[src/core/scpm_consts.svh]
// Register layout, reset values and timing counts for the clock and power-mode controller
`ifndef SCPM_CONSTS_SVH
`define SCPM_CONSTS_SVH
`define SCPM_ADDR_MODE_CTRL 4'h0
`define SCPM_ADDR_PWR_CTRL 4'h1
`define SCPM_ADDR_STATUS 4'h2
`define SCPM_ADDR_CLK_STATE 4'h3
`define SCPM_BIT_HLSEL 0
`define SCPM_BIT_IDLE_EN 1
`define SCPM_BIT_HRDY 2
`define SCPM_BIT_LRDY 3
`define SCPM_BIT_FAST 4
`define SCPM_DIV_LSB 5
`define SCPM_MODE_RESET 8'h03
`define SCPM_PWR_RESET 8'h00
`define SCPM_XTAL_SETTLE 11'h400
`define SCPM_RC_SETTLE 11'h00f
`define SCPM_RUN_SETTLE 11'h001
`define SCPM_LOW_SETTLE 11'h001
`endif

[src/core/scpm_pkg.sv]
// Types shared by the clock and power-mode controller
package scpm_pkg;
    typedef enum logic [1:0] {
        SCPM_OSC_XTAL,
        SCPM_OSC_ERC,
        SCPM_OSC_INTERNAL_FAST_RC_OSCILLATOR,
        SCPM_OSC_INTERNAL_SLOW_RC_OSCILLATOR
    } scpm_osc_t;
    typedef enum logic [2:0] {
        SCPM_RUN,
        SCPM_SLEEP_DEEP,
        SCPM_SLEEP_SUB,
        SCPM_IDLE_STOP,
        SCPM_IDLE_RUN,
        SCPM_WAKE
    } scpm_pmode_t;
    typedef struct packed {
        logic [7:0] addr;
        logic [7:0] wdata;
        logic wr;
        logic rd;
    } scpm_bus_req_t;
    // Clock selection result: 0 low-speed, 1..6 divide 64..2, 7 undivided
    typedef struct packed {
        logic cpu_run;
        logic sys_clk_on;
        logic on_substitute;
        logic high_osc_on;
        logic low_osc_on;
        logic div_clks_on;
        logic wdt_clk_on;
        logic [2:0] clk_sel;
    } scpm_clk_ctl_t;
endpackage : scpm_pkg

[src/core/scpm_settle.sv]
`timescale 1ns/1ps
// Oscillator settle counter: counts oscillator ticks until ready
`include "scpm_consts.svh"
module scpm_settle #(
    parameter int W = 11
) (
    input wire logic core_clk_i,
    input wire logic rst_i,
    input wire logic ce_i,
    input wire logic start_i,
    input wire logic stop_i,
    input wire logic tick_i,
    input wire logic [W-1:0] target_i,
    output logic ready_o
);
    typedef struct packed {
        logic [W-1:0] cnt;
        logic busy;
        logic ready;
    } scpm_settle_st_t;
    scpm_settle_st_t st;
    scpm_settle_st_t next_st;
    always_comb begin
        next_st = st;
        if (stop_i) begin
            next_st.busy = 1'b0;
            next_st.ready = 1'b0;
            next_st.cnt = '0;
        end else if (start_i) begin
            next_st.busy = 1'b1;
            next_st.ready = 1'b0;
            next_st.cnt = '0;
        end else if (st.busy && tick_i) begin
            next_st.cnt = st.cnt + 1'b1;
            if (st.cnt + 1'b1 >= target_i) begin
                next_st.busy = 1'b0;
                next_st.ready = 1'b1;
            end
        end
    end
    always_ff @(posedge core_clk_i) begin
        if (rst_i) begin
            st <= '0;
        end else if (ce_i) begin
            st <= next_st;
        end
    end
    assign ready_o = st.ready;
endmodule : scpm_settle

[src/core/scpm_ctrl.sv]
`timescale 1ns/1ps
// Functional notes
// - Halt with idle enable and keep-on set enters clock-running idle.
// - Clock-running idle keeps system oscillator and watchdog clock running.
// - Divider 000/001 low-speed; 010..110 select high clock divided 64..4.
// - High/low select 1 routes undivided high clock, 0 routes divider choice.
// - Moving system clock to low-speed stops the high-speed oscillator.
// - Divided internal clocks stop while the high oscillator is stopped.
// - Fast wake-up bit lets substitute clock run system; crystal only.
// - Low-ready reads 0 in deepest sleep, rises 1-2 low ticks after wake.
// - High-ready clears when stopped; sets after 1024 crystal or 15-16 RC ticks, or 1-2 ticks in clock-running idle.
// - Halt: idle enable picks idle, keep-on picks running/stopped; else sleep.
// - Fast wake-up only from substitute sleep or clock-stopped idle.
// - Crystal fast wake runs on substitute, switches after 1024 crystal ticks.
// - RC oscillators wake in 15-16 or 1-2 ticks; fast bit ignored.
// - Watchdog off means no fast wake-up from deepest sleep.
// - Sleep halt goes deepest if watchdog and detector off, else substitute.
// - A halt in run mode sets power-down flag and clears watchdog timeout flag, unless a timeout lands in the same cycle.
`include "scpm_consts.svh"
module scpm_ctrl #(
    parameter scpm_pkg::scpm_osc_t OSC_TYPE = scpm_pkg::SCPM_OSC_XTAL
) (
    input wire logic core_clk_i,
    input wire logic rst_i,
    input wire logic ce_i,
    input wire logic [7:0] addr_i,
    input wire logic [7:0] wdata_i,
    input wire logic wr_i,
    input wire logic rd_i,
    output logic [7:0] rdata_o,
    input wire logic halt_i,
    input wire logic wake_i,
    input wire logic wdt_timeout_i,
    input wire logic clr_wdt_i,
    input wire logic high_osc_tick_i,
    input wire logic low_osc_tick_i,
    output logic cpu_run_o,
    output logic sys_clk_on_o,
    output logic on_substitute_o,
    output logic high_osc_on_o,
    output logic low_osc_on_o,
    output logic div_clks_on_o,
    output logic wdt_clk_on_o,
    output logic [2:0] clk_sel_o,
    output logic power_down_flag_o,
    output logic watchdog_timeout_flag_o
);
    ////////////////////////////////////////////////////////////////////////////
    typedef struct packed {
        logic [2:0] clock_divider_select;
        logic fast_wakeup_enable;
        logic idle_on_halt_enable;
        logic high_low_clock_select;
        logic system_clock_keep_on;
        logic wdt_enable;
        logic wdt_clk_from_sub;
        logic lvd_enable;
        logic power_down_flag;
        logic watchdog_timeout_flag;
        scpm_pkg::scpm_pmode_t pmode;
        logic fast_wake;
        logic [1:0] tick_sync;
        logic tick_q;
        logic [1:0] low_sync;
        logic low_q;
        logic [7:0] rdata;
    } scpm_st_t;
    scpm_st_t st;
    scpm_st_t next_st;
    logic high_tick;
    logic low_tick;
    logic hi_start;
    logic hi_stop;
    logic lo_start;
    logic lo_stop;
    logic high_ready;
    logic low_ready;
    logic hi_needed;
    logic hi_busy_q;
    logic lo_busy_q;
    logic [10:0] hi_target;
    logic [7:0] mode_rd;
    scpm_pkg::scpm_clk_ctl_t ctl;
    ////////////////////////////////////////////////////////////////////////////
    // Oscillator ticks come from other clocks: edge-detect after two flops
    assign high_tick = st.tick_sync[1] ^ st.tick_q;
    assign low_tick = st.low_sync[1] ^ st.low_q;
    assign hi_target = (OSC_TYPE == scpm_pkg::SCPM_OSC_XTAL) ? `SCPM_XTAL_SETTLE
                     : `SCPM_RC_SETTLE;
    assign mode_rd = {st.clock_divider_select, st.fast_wakeup_enable, low_ready,
                      high_ready, st.idle_on_halt_enable, st.high_low_clock_select};
    // High oscillator is needed whenever the selected system clock is not low-speed
    assign hi_needed = st.high_low_clock_select || (st.clock_divider_select[2:1] != 2'b00);
    ////////////////////////////////////////////////////////////////////////////
    always_comb begin
        next_st = st;
        next_st.tick_sync = {st.tick_sync[0], high_osc_tick_i};
        next_st.tick_q = st.tick_sync[1];
        next_st.low_sync = {st.low_sync[0], low_osc_tick_i};
        next_st.low_q = st.low_sync[1];
        next_st.rdata = 8'h00;
        if (rd_i) begin
            case (addr_i[3:0])
                `SCPM_ADDR_MODE_CTRL: next_st.rdata = mode_rd;
                `SCPM_ADDR_PWR_CTRL: next_st.rdata = {4'h0, st.lvd_enable,
                    st.wdt_clk_from_sub, st.wdt_enable, st.system_clock_keep_on};
                `SCPM_ADDR_STATUS: next_st.rdata = {6'h00, st.watchdog_timeout_flag,
                    st.power_down_flag};
                `SCPM_ADDR_CLK_STATE: next_st.rdata = {st.fast_wake, st.pmode, 1'b0,
                    ctl.clk_sel};
                default: next_st.rdata = 8'h00;
            endcase
        end
        if (wr_i && addr_i[3:0] == `SCPM_ADDR_MODE_CTRL) begin
            next_st.clock_divider_select = wdata_i[7:5];
            next_st.fast_wakeup_enable = wdata_i[`SCPM_BIT_FAST];
            next_st.idle_on_halt_enable = wdata_i[`SCPM_BIT_IDLE_EN];
            next_st.high_low_clock_select = wdata_i[`SCPM_BIT_HLSEL];
        end
        if (wr_i && addr_i[3:0] == `SCPM_ADDR_PWR_CTRL) begin
            next_st.system_clock_keep_on = wdata_i[0];
            next_st.wdt_enable = wdata_i[1];
            next_st.wdt_clk_from_sub = wdata_i[2];
            next_st.lvd_enable = wdata_i[3];
        end
        if (clr_wdt_i) begin
            next_st.power_down_flag = 1'b0;
            next_st.watchdog_timeout_flag = 1'b0;
        end
        case (st.pmode)
            scpm_pkg::SCPM_RUN: begin
                if (halt_i) begin
                    next_st.power_down_flag = 1'b1;
                    next_st.watchdog_timeout_flag = 1'b0;
                    if (st.idle_on_halt_enable) begin
                        next_st.pmode = st.system_clock_keep_on ? scpm_pkg::SCPM_IDLE_RUN
                                      : scpm_pkg::SCPM_IDLE_STOP;
                    end else if (st.wdt_enable || st.lvd_enable) begin
                        next_st.pmode = scpm_pkg::SCPM_SLEEP_SUB;
                    end else begin
                        next_st.pmode = scpm_pkg::SCPM_SLEEP_DEEP;
                    end
                end
            end
            scpm_pkg::SCPM_IDLE_RUN: begin
                if (wake_i) begin
                    next_st.pmode = scpm_pkg::SCPM_WAKE;
                    next_st.fast_wake = 1'b0;
                end
            end
            scpm_pkg::SCPM_SLEEP_DEEP,
            scpm_pkg::SCPM_SLEEP_SUB,
            scpm_pkg::SCPM_IDLE_STOP: begin
                if (wake_i) begin
                    next_st.pmode = scpm_pkg::SCPM_WAKE;
                    // Substitute clock is dead in deepest sleep, so no fast start there
                    next_st.fast_wake = st.fast_wakeup_enable && hi_needed
                        && (OSC_TYPE == scpm_pkg::SCPM_OSC_XTAL)
                        && (st.pmode != scpm_pkg::SCPM_SLEEP_DEEP);
                end
            end
            scpm_pkg::SCPM_WAKE: begin
                // RC types ignore the fast bit: CPU waits for the oscillator itself
                if (hi_needed ? high_ready : low_ready) begin
                    next_st.pmode = scpm_pkg::SCPM_RUN;
                    next_st.fast_wake = 1'b0;
                end
            end
            default: next_st.pmode = scpm_pkg::SCPM_RUN;
        endcase
        // Timeout event comes last so it wins over a clear or a halt in the same cycle
        if (wdt_timeout_i) begin
            next_st.watchdog_timeout_flag = 1'b1;
        end
    end
    always_ff @(posedge core_clk_i) begin
        if (rst_i) begin
            st <= '0;
            st.idle_on_halt_enable <= 1'b1;
            st.high_low_clock_select <= 1'b1;
            st.pmode <= scpm_pkg::SCPM_WAKE;
        end else if (ce_i) begin
            st <= next_st;
        end
    end
    ////////////////////////////////////////////////////////////////////////////
    // Clock routing and gating
    always_comb begin
        ctl = '0;
        if (st.high_low_clock_select) begin
            ctl.clk_sel = 3'h7;
        end else begin
            case (st.clock_divider_select)
                3'h0, 3'h1: ctl.clk_sel = 3'h0;
                3'h7: ctl.clk_sel = 3'h6;
                default: ctl.clk_sel = st.clock_divider_select - 3'h1;
            endcase
        end
        ctl.cpu_run = (st.pmode == scpm_pkg::SCPM_RUN)
                   || (st.pmode == scpm_pkg::SCPM_WAKE && st.fast_wake);
        ctl.on_substitute = st.pmode == scpm_pkg::SCPM_WAKE && st.fast_wake;
        ctl.sys_clk_on = ctl.cpu_run || st.pmode == scpm_pkg::SCPM_IDLE_RUN;
        // High oscillator stops when unused, in either sleep mode or in clock-stopped idle
        ctl.high_osc_on = hi_needed && (st.pmode == scpm_pkg::SCPM_RUN
                       || st.pmode == scpm_pkg::SCPM_WAKE
                       || st.pmode == scpm_pkg::SCPM_IDLE_RUN);
        ctl.div_clks_on = ctl.high_osc_on;
        ctl.low_osc_on = st.pmode != scpm_pkg::SCPM_SLEEP_DEEP;
        ctl.wdt_clk_on = st.pmode == scpm_pkg::SCPM_IDLE_RUN
                      || (st.pmode != scpm_pkg::SCPM_SLEEP_DEEP
                          && (st.wdt_clk_from_sub || ctl.sys_clk_on));
    end
    assign hi_stop = !ctl.high_osc_on;
    assign hi_start = ctl.high_osc_on && !high_ready && !hi_busy_q;
    assign lo_stop = !ctl.low_osc_on;
    assign lo_start = ctl.low_osc_on && !low_ready && !lo_busy_q;
    always_ff @(posedge core_clk_i) begin
        if (rst_i) begin
            hi_busy_q <= 1'b0;
            lo_busy_q <= 1'b0;
        end else if (ce_i) begin
            hi_busy_q <= ctl.high_osc_on && !high_ready;
            lo_busy_q <= ctl.low_osc_on && !low_ready;
        end
    end
    scpm_settle #(.W(11)) u_hi (
        .core_clk_i(core_clk_i),
        .rst_i(rst_i),
        .ce_i(ce_i),
        .start_i(hi_start),
        .stop_i(hi_stop),
        .tick_i(high_tick),
        .target_i(st.pmode == scpm_pkg::SCPM_IDLE_RUN ? `SCPM_RUN_SETTLE : hi_target),
        .ready_o(high_ready)
    );
    scpm_settle #(.W(11)) u_lo (
        .core_clk_i(core_clk_i),
        .rst_i(rst_i),
        .ce_i(ce_i),
        .start_i(lo_start),
        .stop_i(lo_stop),
        .tick_i(low_tick),
        .target_i(`SCPM_LOW_SETTLE),
        .ready_o(low_ready)
    );
    ////////////////////////////////////////////////////////////////////////////
    assign rdata_o = st.rdata;
    assign cpu_run_o = ctl.cpu_run;
    assign sys_clk_on_o = ctl.sys_clk_on;
    assign on_substitute_o = ctl.on_substitute;
    assign high_osc_on_o = ctl.high_osc_on;
    assign low_osc_on_o = ctl.low_osc_on;
    assign div_clks_on_o = ctl.div_clks_on;
    assign wdt_clk_on_o = ctl.wdt_clk_on;
    assign clk_sel_o = ctl.clk_sel;
    assign power_down_flag_o = st.power_down_flag;
    assign watchdog_timeout_flag_o = st.watchdog_timeout_flag;
    ////////////////////////////////////////////////////////////////////////////
    chk_halt_idle_run: assert property (@(posedge core_clk_i) disable iff (rst_i)
        ce_i && st.pmode == scpm_pkg::SCPM_RUN && halt_i && st.idle_on_halt_enable
        && st.system_clock_keep_on |=> st.pmode == scpm_pkg::SCPM_IDLE_RUN)
        else $error("halt did not enter running idle");
    chk_idle_clocks_on: assert property (@(posedge core_clk_i) disable iff (rst_i)
        st.pmode == scpm_pkg::SCPM_IDLE_RUN |-> sys_clk_on_o && wdt_clk_on_o && !cpu_run_o)
        else $error("running idle lost a clock");
    chk_div_low_sel: assert property (@(posedge core_clk_i) disable iff (rst_i)
        !st.high_low_clock_select && st.clock_divider_select[2:1] == 2'b00
        |-> clk_sel_o == 3'h0 && !high_osc_on_o && !div_clks_on_o)
        else $error("low-speed select left high clock on");
    chk_div_by_two: assert property (@(posedge core_clk_i) disable iff (rst_i)
        !st.high_low_clock_select && st.clock_divider_select == 3'h7 |-> clk_sel_o == 3'h6)
        else $error("divide by two not selected");
    chk_full_rate: assert property (@(posedge core_clk_i) disable iff (rst_i)
        st.high_low_clock_select |-> clk_sel_o == 3'h7)
        else $error("undivided clock not selected");
    chk_low_ready_deep: assert property (@(posedge core_clk_i) disable iff (rst_i)
        st.pmode == scpm_pkg::SCPM_SLEEP_DEEP ##1 st.pmode == scpm_pkg::SCPM_SLEEP_DEEP
        |-> !low_ready)
        else $error("low ready high in deepest sleep");
    chk_high_ready_stop: assert property (@(posedge core_clk_i) disable iff (rst_i)
        $past(st.pmode) == scpm_pkg::SCPM_IDLE_STOP && st.pmode == scpm_pkg::SCPM_IDLE_STOP
        |-> !high_ready)
        else $error("high ready set while stopped");
    chk_no_fast_deep: assert property (@(posedge core_clk_i) disable iff (rst_i)
        ce_i && st.pmode == scpm_pkg::SCPM_SLEEP_DEEP && wake_i |=> !st.fast_wake)
        else $error("fast wake from deepest sleep");
    chk_halt_flags: assert property (@(posedge core_clk_i) disable iff (rst_i)
        ce_i && st.pmode == scpm_pkg::SCPM_RUN && halt_i && !wdt_timeout_i
        |=> power_down_flag_o && !watchdog_timeout_flag_o)
        else $error("halt flags wrong");
    chk_sleep_sub: assert property (@(posedge core_clk_i) disable iff (rst_i)
        ce_i && st.pmode == scpm_pkg::SCPM_RUN && halt_i && !st.idle_on_halt_enable
        && st.wdt_enable |=> st.pmode == scpm_pkg::SCPM_SLEEP_SUB)
        else $error("sleep with watchdog not substitute");
endmodule : scpm_ctrl

[config.mk]
export PLATFORM = sky130hd
export DESIGN_NAME = scpm_ctrl
export DESIGN_NICKNAME = d
export VERILOG_FILES = /design/src/core/scpm_pkg.sv /design/src/core/scpm_settle.sv /design/src/core/scpm_ctrl.sv
export VERILOG_INCLUDE_DIRS = /design/src /design/src/core
export SDC_FILE = /design/constraint.sdc
export NUM_CORES = 1
export LEC_CHECK = 0
export BUFFER_PORTS_ARGS = -buffer_cell sky130_fd_sc_hd__clkbuf_2
export CAP_MARGIN = 5
export CORE_MARGIN = 4
export CORE_UTILIZATION = 45
export CTS_CLUSTER_SIZE = 28
export DETAILED_ROUTE_END_ITERATION = 12
export SYNTH_ARGS = -nofsm -noshare
export SYNTH_HDL_FRONTEND = slang
export SYNTH_HIERARCHICAL = 1
export SYNTH_SLANG_ARGS = --single-unit
[constraint.sdc]
create_clock -name core_clk_i -period 4.1 [get_ports core_clk_i]
set_clock_uncertainty 0.1 [all_clocks]
set_input_delay 0.615 -clock core_clk_i [delete_from_list [all_inputs] [get_ports core_clk_i]]
set_output_delay 0.615 -clock core_clk_i [all_outputs]
set_load 0.05 [all_outputs]
==> flow_summary.rst <==
.. list-table::
   :header-rows: 1

   * - Metric
     - Value
   * - Final GP Congestion
     - 0.811
   * - H-tree levels
     - 3
   * - Combinational power share
     - 14.1%
   * - Final ANT Viol Nets
     - 0
   * - Starting utilization of the core area
     - 46.7%
   * - Asr flop ratio synth
     - 0%
   * - I/O pin count
     - 47
   * - Fraction of power spent switching nets
     - 27.8%
   * - Clock tree from TritonCTS
     - done
   * - Maximum number of buffers from clock root to sink
     - 2
   * - Part of the Yosys area used for sequential elements
     - 29.8%
   * - Ratio of cells with drive above 1 in the final layout
     - 17.4%
   * - Vias per std cell
     - 5.40
   * - Endpoints failing hold
     - 0
   * - Area share of the largest cell type after synthesis
     - 29.8%
   * - Via count of the first global-routing pass
     - 3,360
   * - Main flop type after synthesis
     - sky130_fd_sc_hd__dfxtp_1
   * - Number of buffers inserted during clock tree synthesis
     - 9
   * - Number of library cell types mapped by synthesis
     - 63
   * - Seq pwr share
     - 42.4%
   * - Count of antenna diodes in the layout
     - 0
   * - Pwr per Cell Area
     - 318 mW/mm²
   * - Gates resized, CTS repair
     - 0
   * - Setup ws final
     - 0.937 ns
   * - Final period utilization
     - 77.1%
   * - Peak supply drop
     - 0.161 mV
   * - Cell count after synthesis
     - 467
   * - Clock sink count
     - 58
   * - Start-to-end type of the worst setup path
     - flip-flop to flip-flop
   * - Data required, critical path
     - 4.23 ns
   * - Post-synthesis instance area
     - 0.00390 mm²
   * - Biggest area consumer among synthesized cells
     - sky130_fd_sc_hd__dfxtp_1
   * - Leakage power
     - 1.79 nW
   * - Post-placement setup slack
     - 0.985 ns
   * - Internal Power
     - 1.00 mW
   * - Number of violations of the max-capacitance limit
     - 0
   * - Top cells by area in the synthesized netlist
     - sky130_fd_sc_hd__dfxtp_1 30%, sky130_fd_sc_hd__ha_1 9.0%, sky130_fd_sc_hd__mux2i_1 5.1%
   * - Overall track demand over capacity in global routing
     - 18.6%
   * - Crit path max-delay cell type
     - sky130_fd_sc_hd__dfxtp_1
   * - Period minus WS final
     - 3.16 ns
   * - Routed len/inst
     - 14.1 µm
   * - Layout net count
     - 566
   * - Count of input and output buffers
     - 42
   * - Residual DRC
     - 0
   * - Transition time at the pin with the least slew margin
     - 1.10 ns
   * - Warnings from Yosys
     - 6
   * - Largest net degree at the start of global routing
     - 52
   * - Clock-pin slew on the worst setup and hold paths
     - 0.08 ns
   * - Initial DRC Count
     - 120
   * - First-pass iteration count of the detailed router
     - 4
   * - # setup viols final
     - 0
   * - Wire length of the first global-routing pass
     - 15,300 µm
   * - Overall routed net length
     - 8760 µm
   * - Fillcell total
     - 800
   * - Total gr overflow
     - 0
   * - Sort of element at the start of the critical path
     - flip-flop
   * - Skew-Pair Late Insertion Delay
     - 0.35 ns
   * - Data arrival time of the critical path
     - 3.29 ns
   * - List of most frequent post-synthesis cells
     - 58 x sky130_fd_sc_hd__dfxtp_1, 51 x sky130_fd_sc_hd__nor2_1, 35 x sky130_fd_sc_hd__inv_1
   * - Kind of end point of the critical path
     - flip-flop
   * - Via count
     - 3,356
   * - Dominant cell by count in the synthesized netlist
     - sky130_fd_sc_hd__dfxtp_1
   * - Layout area overhead
     - 12.2%
   * - Clock share of power
     - 43.5%
   * - Status
     - complete, no violations
   * - Worst stage delay on the critical path
     - 0.71 ns
   * - Power spent charging and discharging nets
     - 386 µW
   * - Average instance area after synthesis
     - 8.35 µm²
   * - Total Negative Setup Slacks
     - 0 ns
   * - Worst hold path class
     - flip-flop to flip-flop
   * - DP Wirelength
     - 6350 µm
   * - Number of flip-flops and latches in the synthesized netlist
     - 58
   * - Root buf cell
     - sky130_fd_sc_hd__clkbuf_8
   * - Core area
     - 0.00834 mm²
   * - RSZ-0062 raised after global routing
     - false
   * - Post-CTS setup buffer count
     - 0
   * - Critical-path cell list
     - nor2b_1 -> or3_2 -> nor3_1 -> or2_1 -> o21ai_2 -> a31oi_1 -> a21oi_2 -> mux2_1
   * - Die area
     - 0.0102 mm²
   * - Final max-slew violation count
     - 0
   * - Highest clock rate
     - 316 MHz
   * - Vertical die dimension
     - 101 µm
   * - Largest fanout on the critical path
     - 17
   * - Number of enable-type register cells in the synthesized netlist
     - 0
   * - Horiz. Die Dim
     - 101 µm
   * - Antenna violations before repair
     - 0
   * - Quantity of hold-fixing buffers added after cts
     - 0
   * - Tightest slew margin relative to the limit
     - 25.8%
   * - Row cnt
     - 33
## worst paths after layout
path | from | endpoint | slack [ns] | cells past startpoint
min | u_hi/st[1] | u_hi/st[1] | 0.37 | 2
max reg2reg | st[17] | u_hi/ready_o | 0.94 | 8
min reg2reg | u_hi/st[1] | u_hi/st[1] | 0.37 | 2
max | st[17] | u_hi/ready_o | 0.94 | 8
## cell families after synthesis
logic type | share of synthesized area [%]
compound gates | 16.5
mux | 6.29
xor+xnor | 4.88
fa+ha+maj | 8.99
other cells | 0.193
buf+inv | 7.70
flops | 29.8
simple gates | 25.7
## metal layers
metal | vias up | wire length (µm) | GRT usage [%]
met4 | 0 | 148 | 6.03
met1 | 1568 | 4040 | 22.3
met5 | - | 0 | 0
li1 | 1714 | - | -
met3 | 13 | 310 | 4.01
met2 | 61 | 4260 | 32.8
## cells in the final DEF, fill, tap and decap left out, types with 5 or more instances in the layout
cell type	n
sky130_fd_sc_hd__a221oi_1	5
sky130_fd_sc_hd__and2_1	7
sky130_fd_sc_hd__nand2_1	23
sky130_fd_sc_hd__a31oi_1	6
sky130_fd_sc_hd__or3_1	6
sky130_fd_sc_hd__mux2i_1	20
sky130_fd_sc_hd__a2bb2oi_1	5
sky130_fd_sc_hd__conb_1	20
sky130_fd_sc_hd__nor3_1	7
sky130_fd_sc_hd__nand3_1	19
sky130_fd_sc_hd__xor2_1	8
sky130_fd_sc_hd__nand3b_1	6
sky130_fd_sc_hd__o21ai_0	18
sky130_fd_sc_hd__clkbuf_2	42
sky130_fd_sc_hd__nor2_1	51
sky130_fd_sc_hd__inv_1	35
sky130_fd_sc_hd__nor2b_1	5
sky130_fd_sc_hd__nand2b_1	6
sky130_fd_sc_hd__ha_1	28
sky130_fd_sc_hd__dfxtp_1	58
sky130_fd_sc_hd__clkbuf_8	10
sky130_fd_sc_hd__a22oi_1	9
sky130_fd_sc_hd__xnor2_1	10
sky130_fd_sc_hd__a21oi_1	31
## state kept, by name, summed over array words and instances, names as in the netlist
register	cells
u_hi/st	12
u_lo/st	12
st	10
rdata_o	8
mode_rd	6
next_st	4
hi_busy_q	1
lo_busy_q	1
power_down_flag_o	1
u_hi/ready_o	1
u_lo/ready_o	1
watchdog_timeout_flag_o	1
## layout make-up
type | instances | area [µm²] | area share (%)
Clock buffer | 11 | 141 | 3.23
Clock inverter | 5 | 77.6 | 1.77
Inverter | 35 | 131 | 3.01
Multi-Input combinational cell | 363 | 2500 | 57.3
Sequential cell | 58 | 1160 | 26.6
Tap cell | 105 | 131 | 3.01
Timing Repair Buffer | 44 | 225 | 5.15
## power by group through the flow
stage / registers (mW) / logic [mW] / clock network, mW
after floorplan: 0.597 / 0.153 / 0
after global placement: 0.602 / 0.192 / 0
after detailed placement: 0.602 / 0.196 / 0
after CTS: 0.589 / 0.197 / 0.619
after global routing: 0.591 / 0.222 / 0.643
final: 0.589 / 0.196 / 0.603
## metrics by stage
stage / cells / hold slack (ns) / utilization [%] / area [µm²] / total power [mW]
6_report: 621 / 0.374 / 52.4 / 4370 / 1.39
5_1_grt: 621 / 0.400 / 52.4 / 4370 / 1.46
4_1_cts: 621 / 0.377 / 52.4 / 4370 / 1.40
3_5_place_dp: 605 / 0.366 / 49.8 / 4150 / 0.797
3_3_place_gp: 605 / 0.360 / 49.8 / 4150 / 0.793
2_1_floorplan: 485 / 0.347 / - / 3970 / 0.750
## critical path, delay by kind of cell, from the launching register on
kind / cells / cell delay, ns
simple gates: 4 / 1.29
flops: 1 / 0.71
compound gates: 3 / 0.62
mux: 1 / 0.32
(Power assumes the default switching activity.)
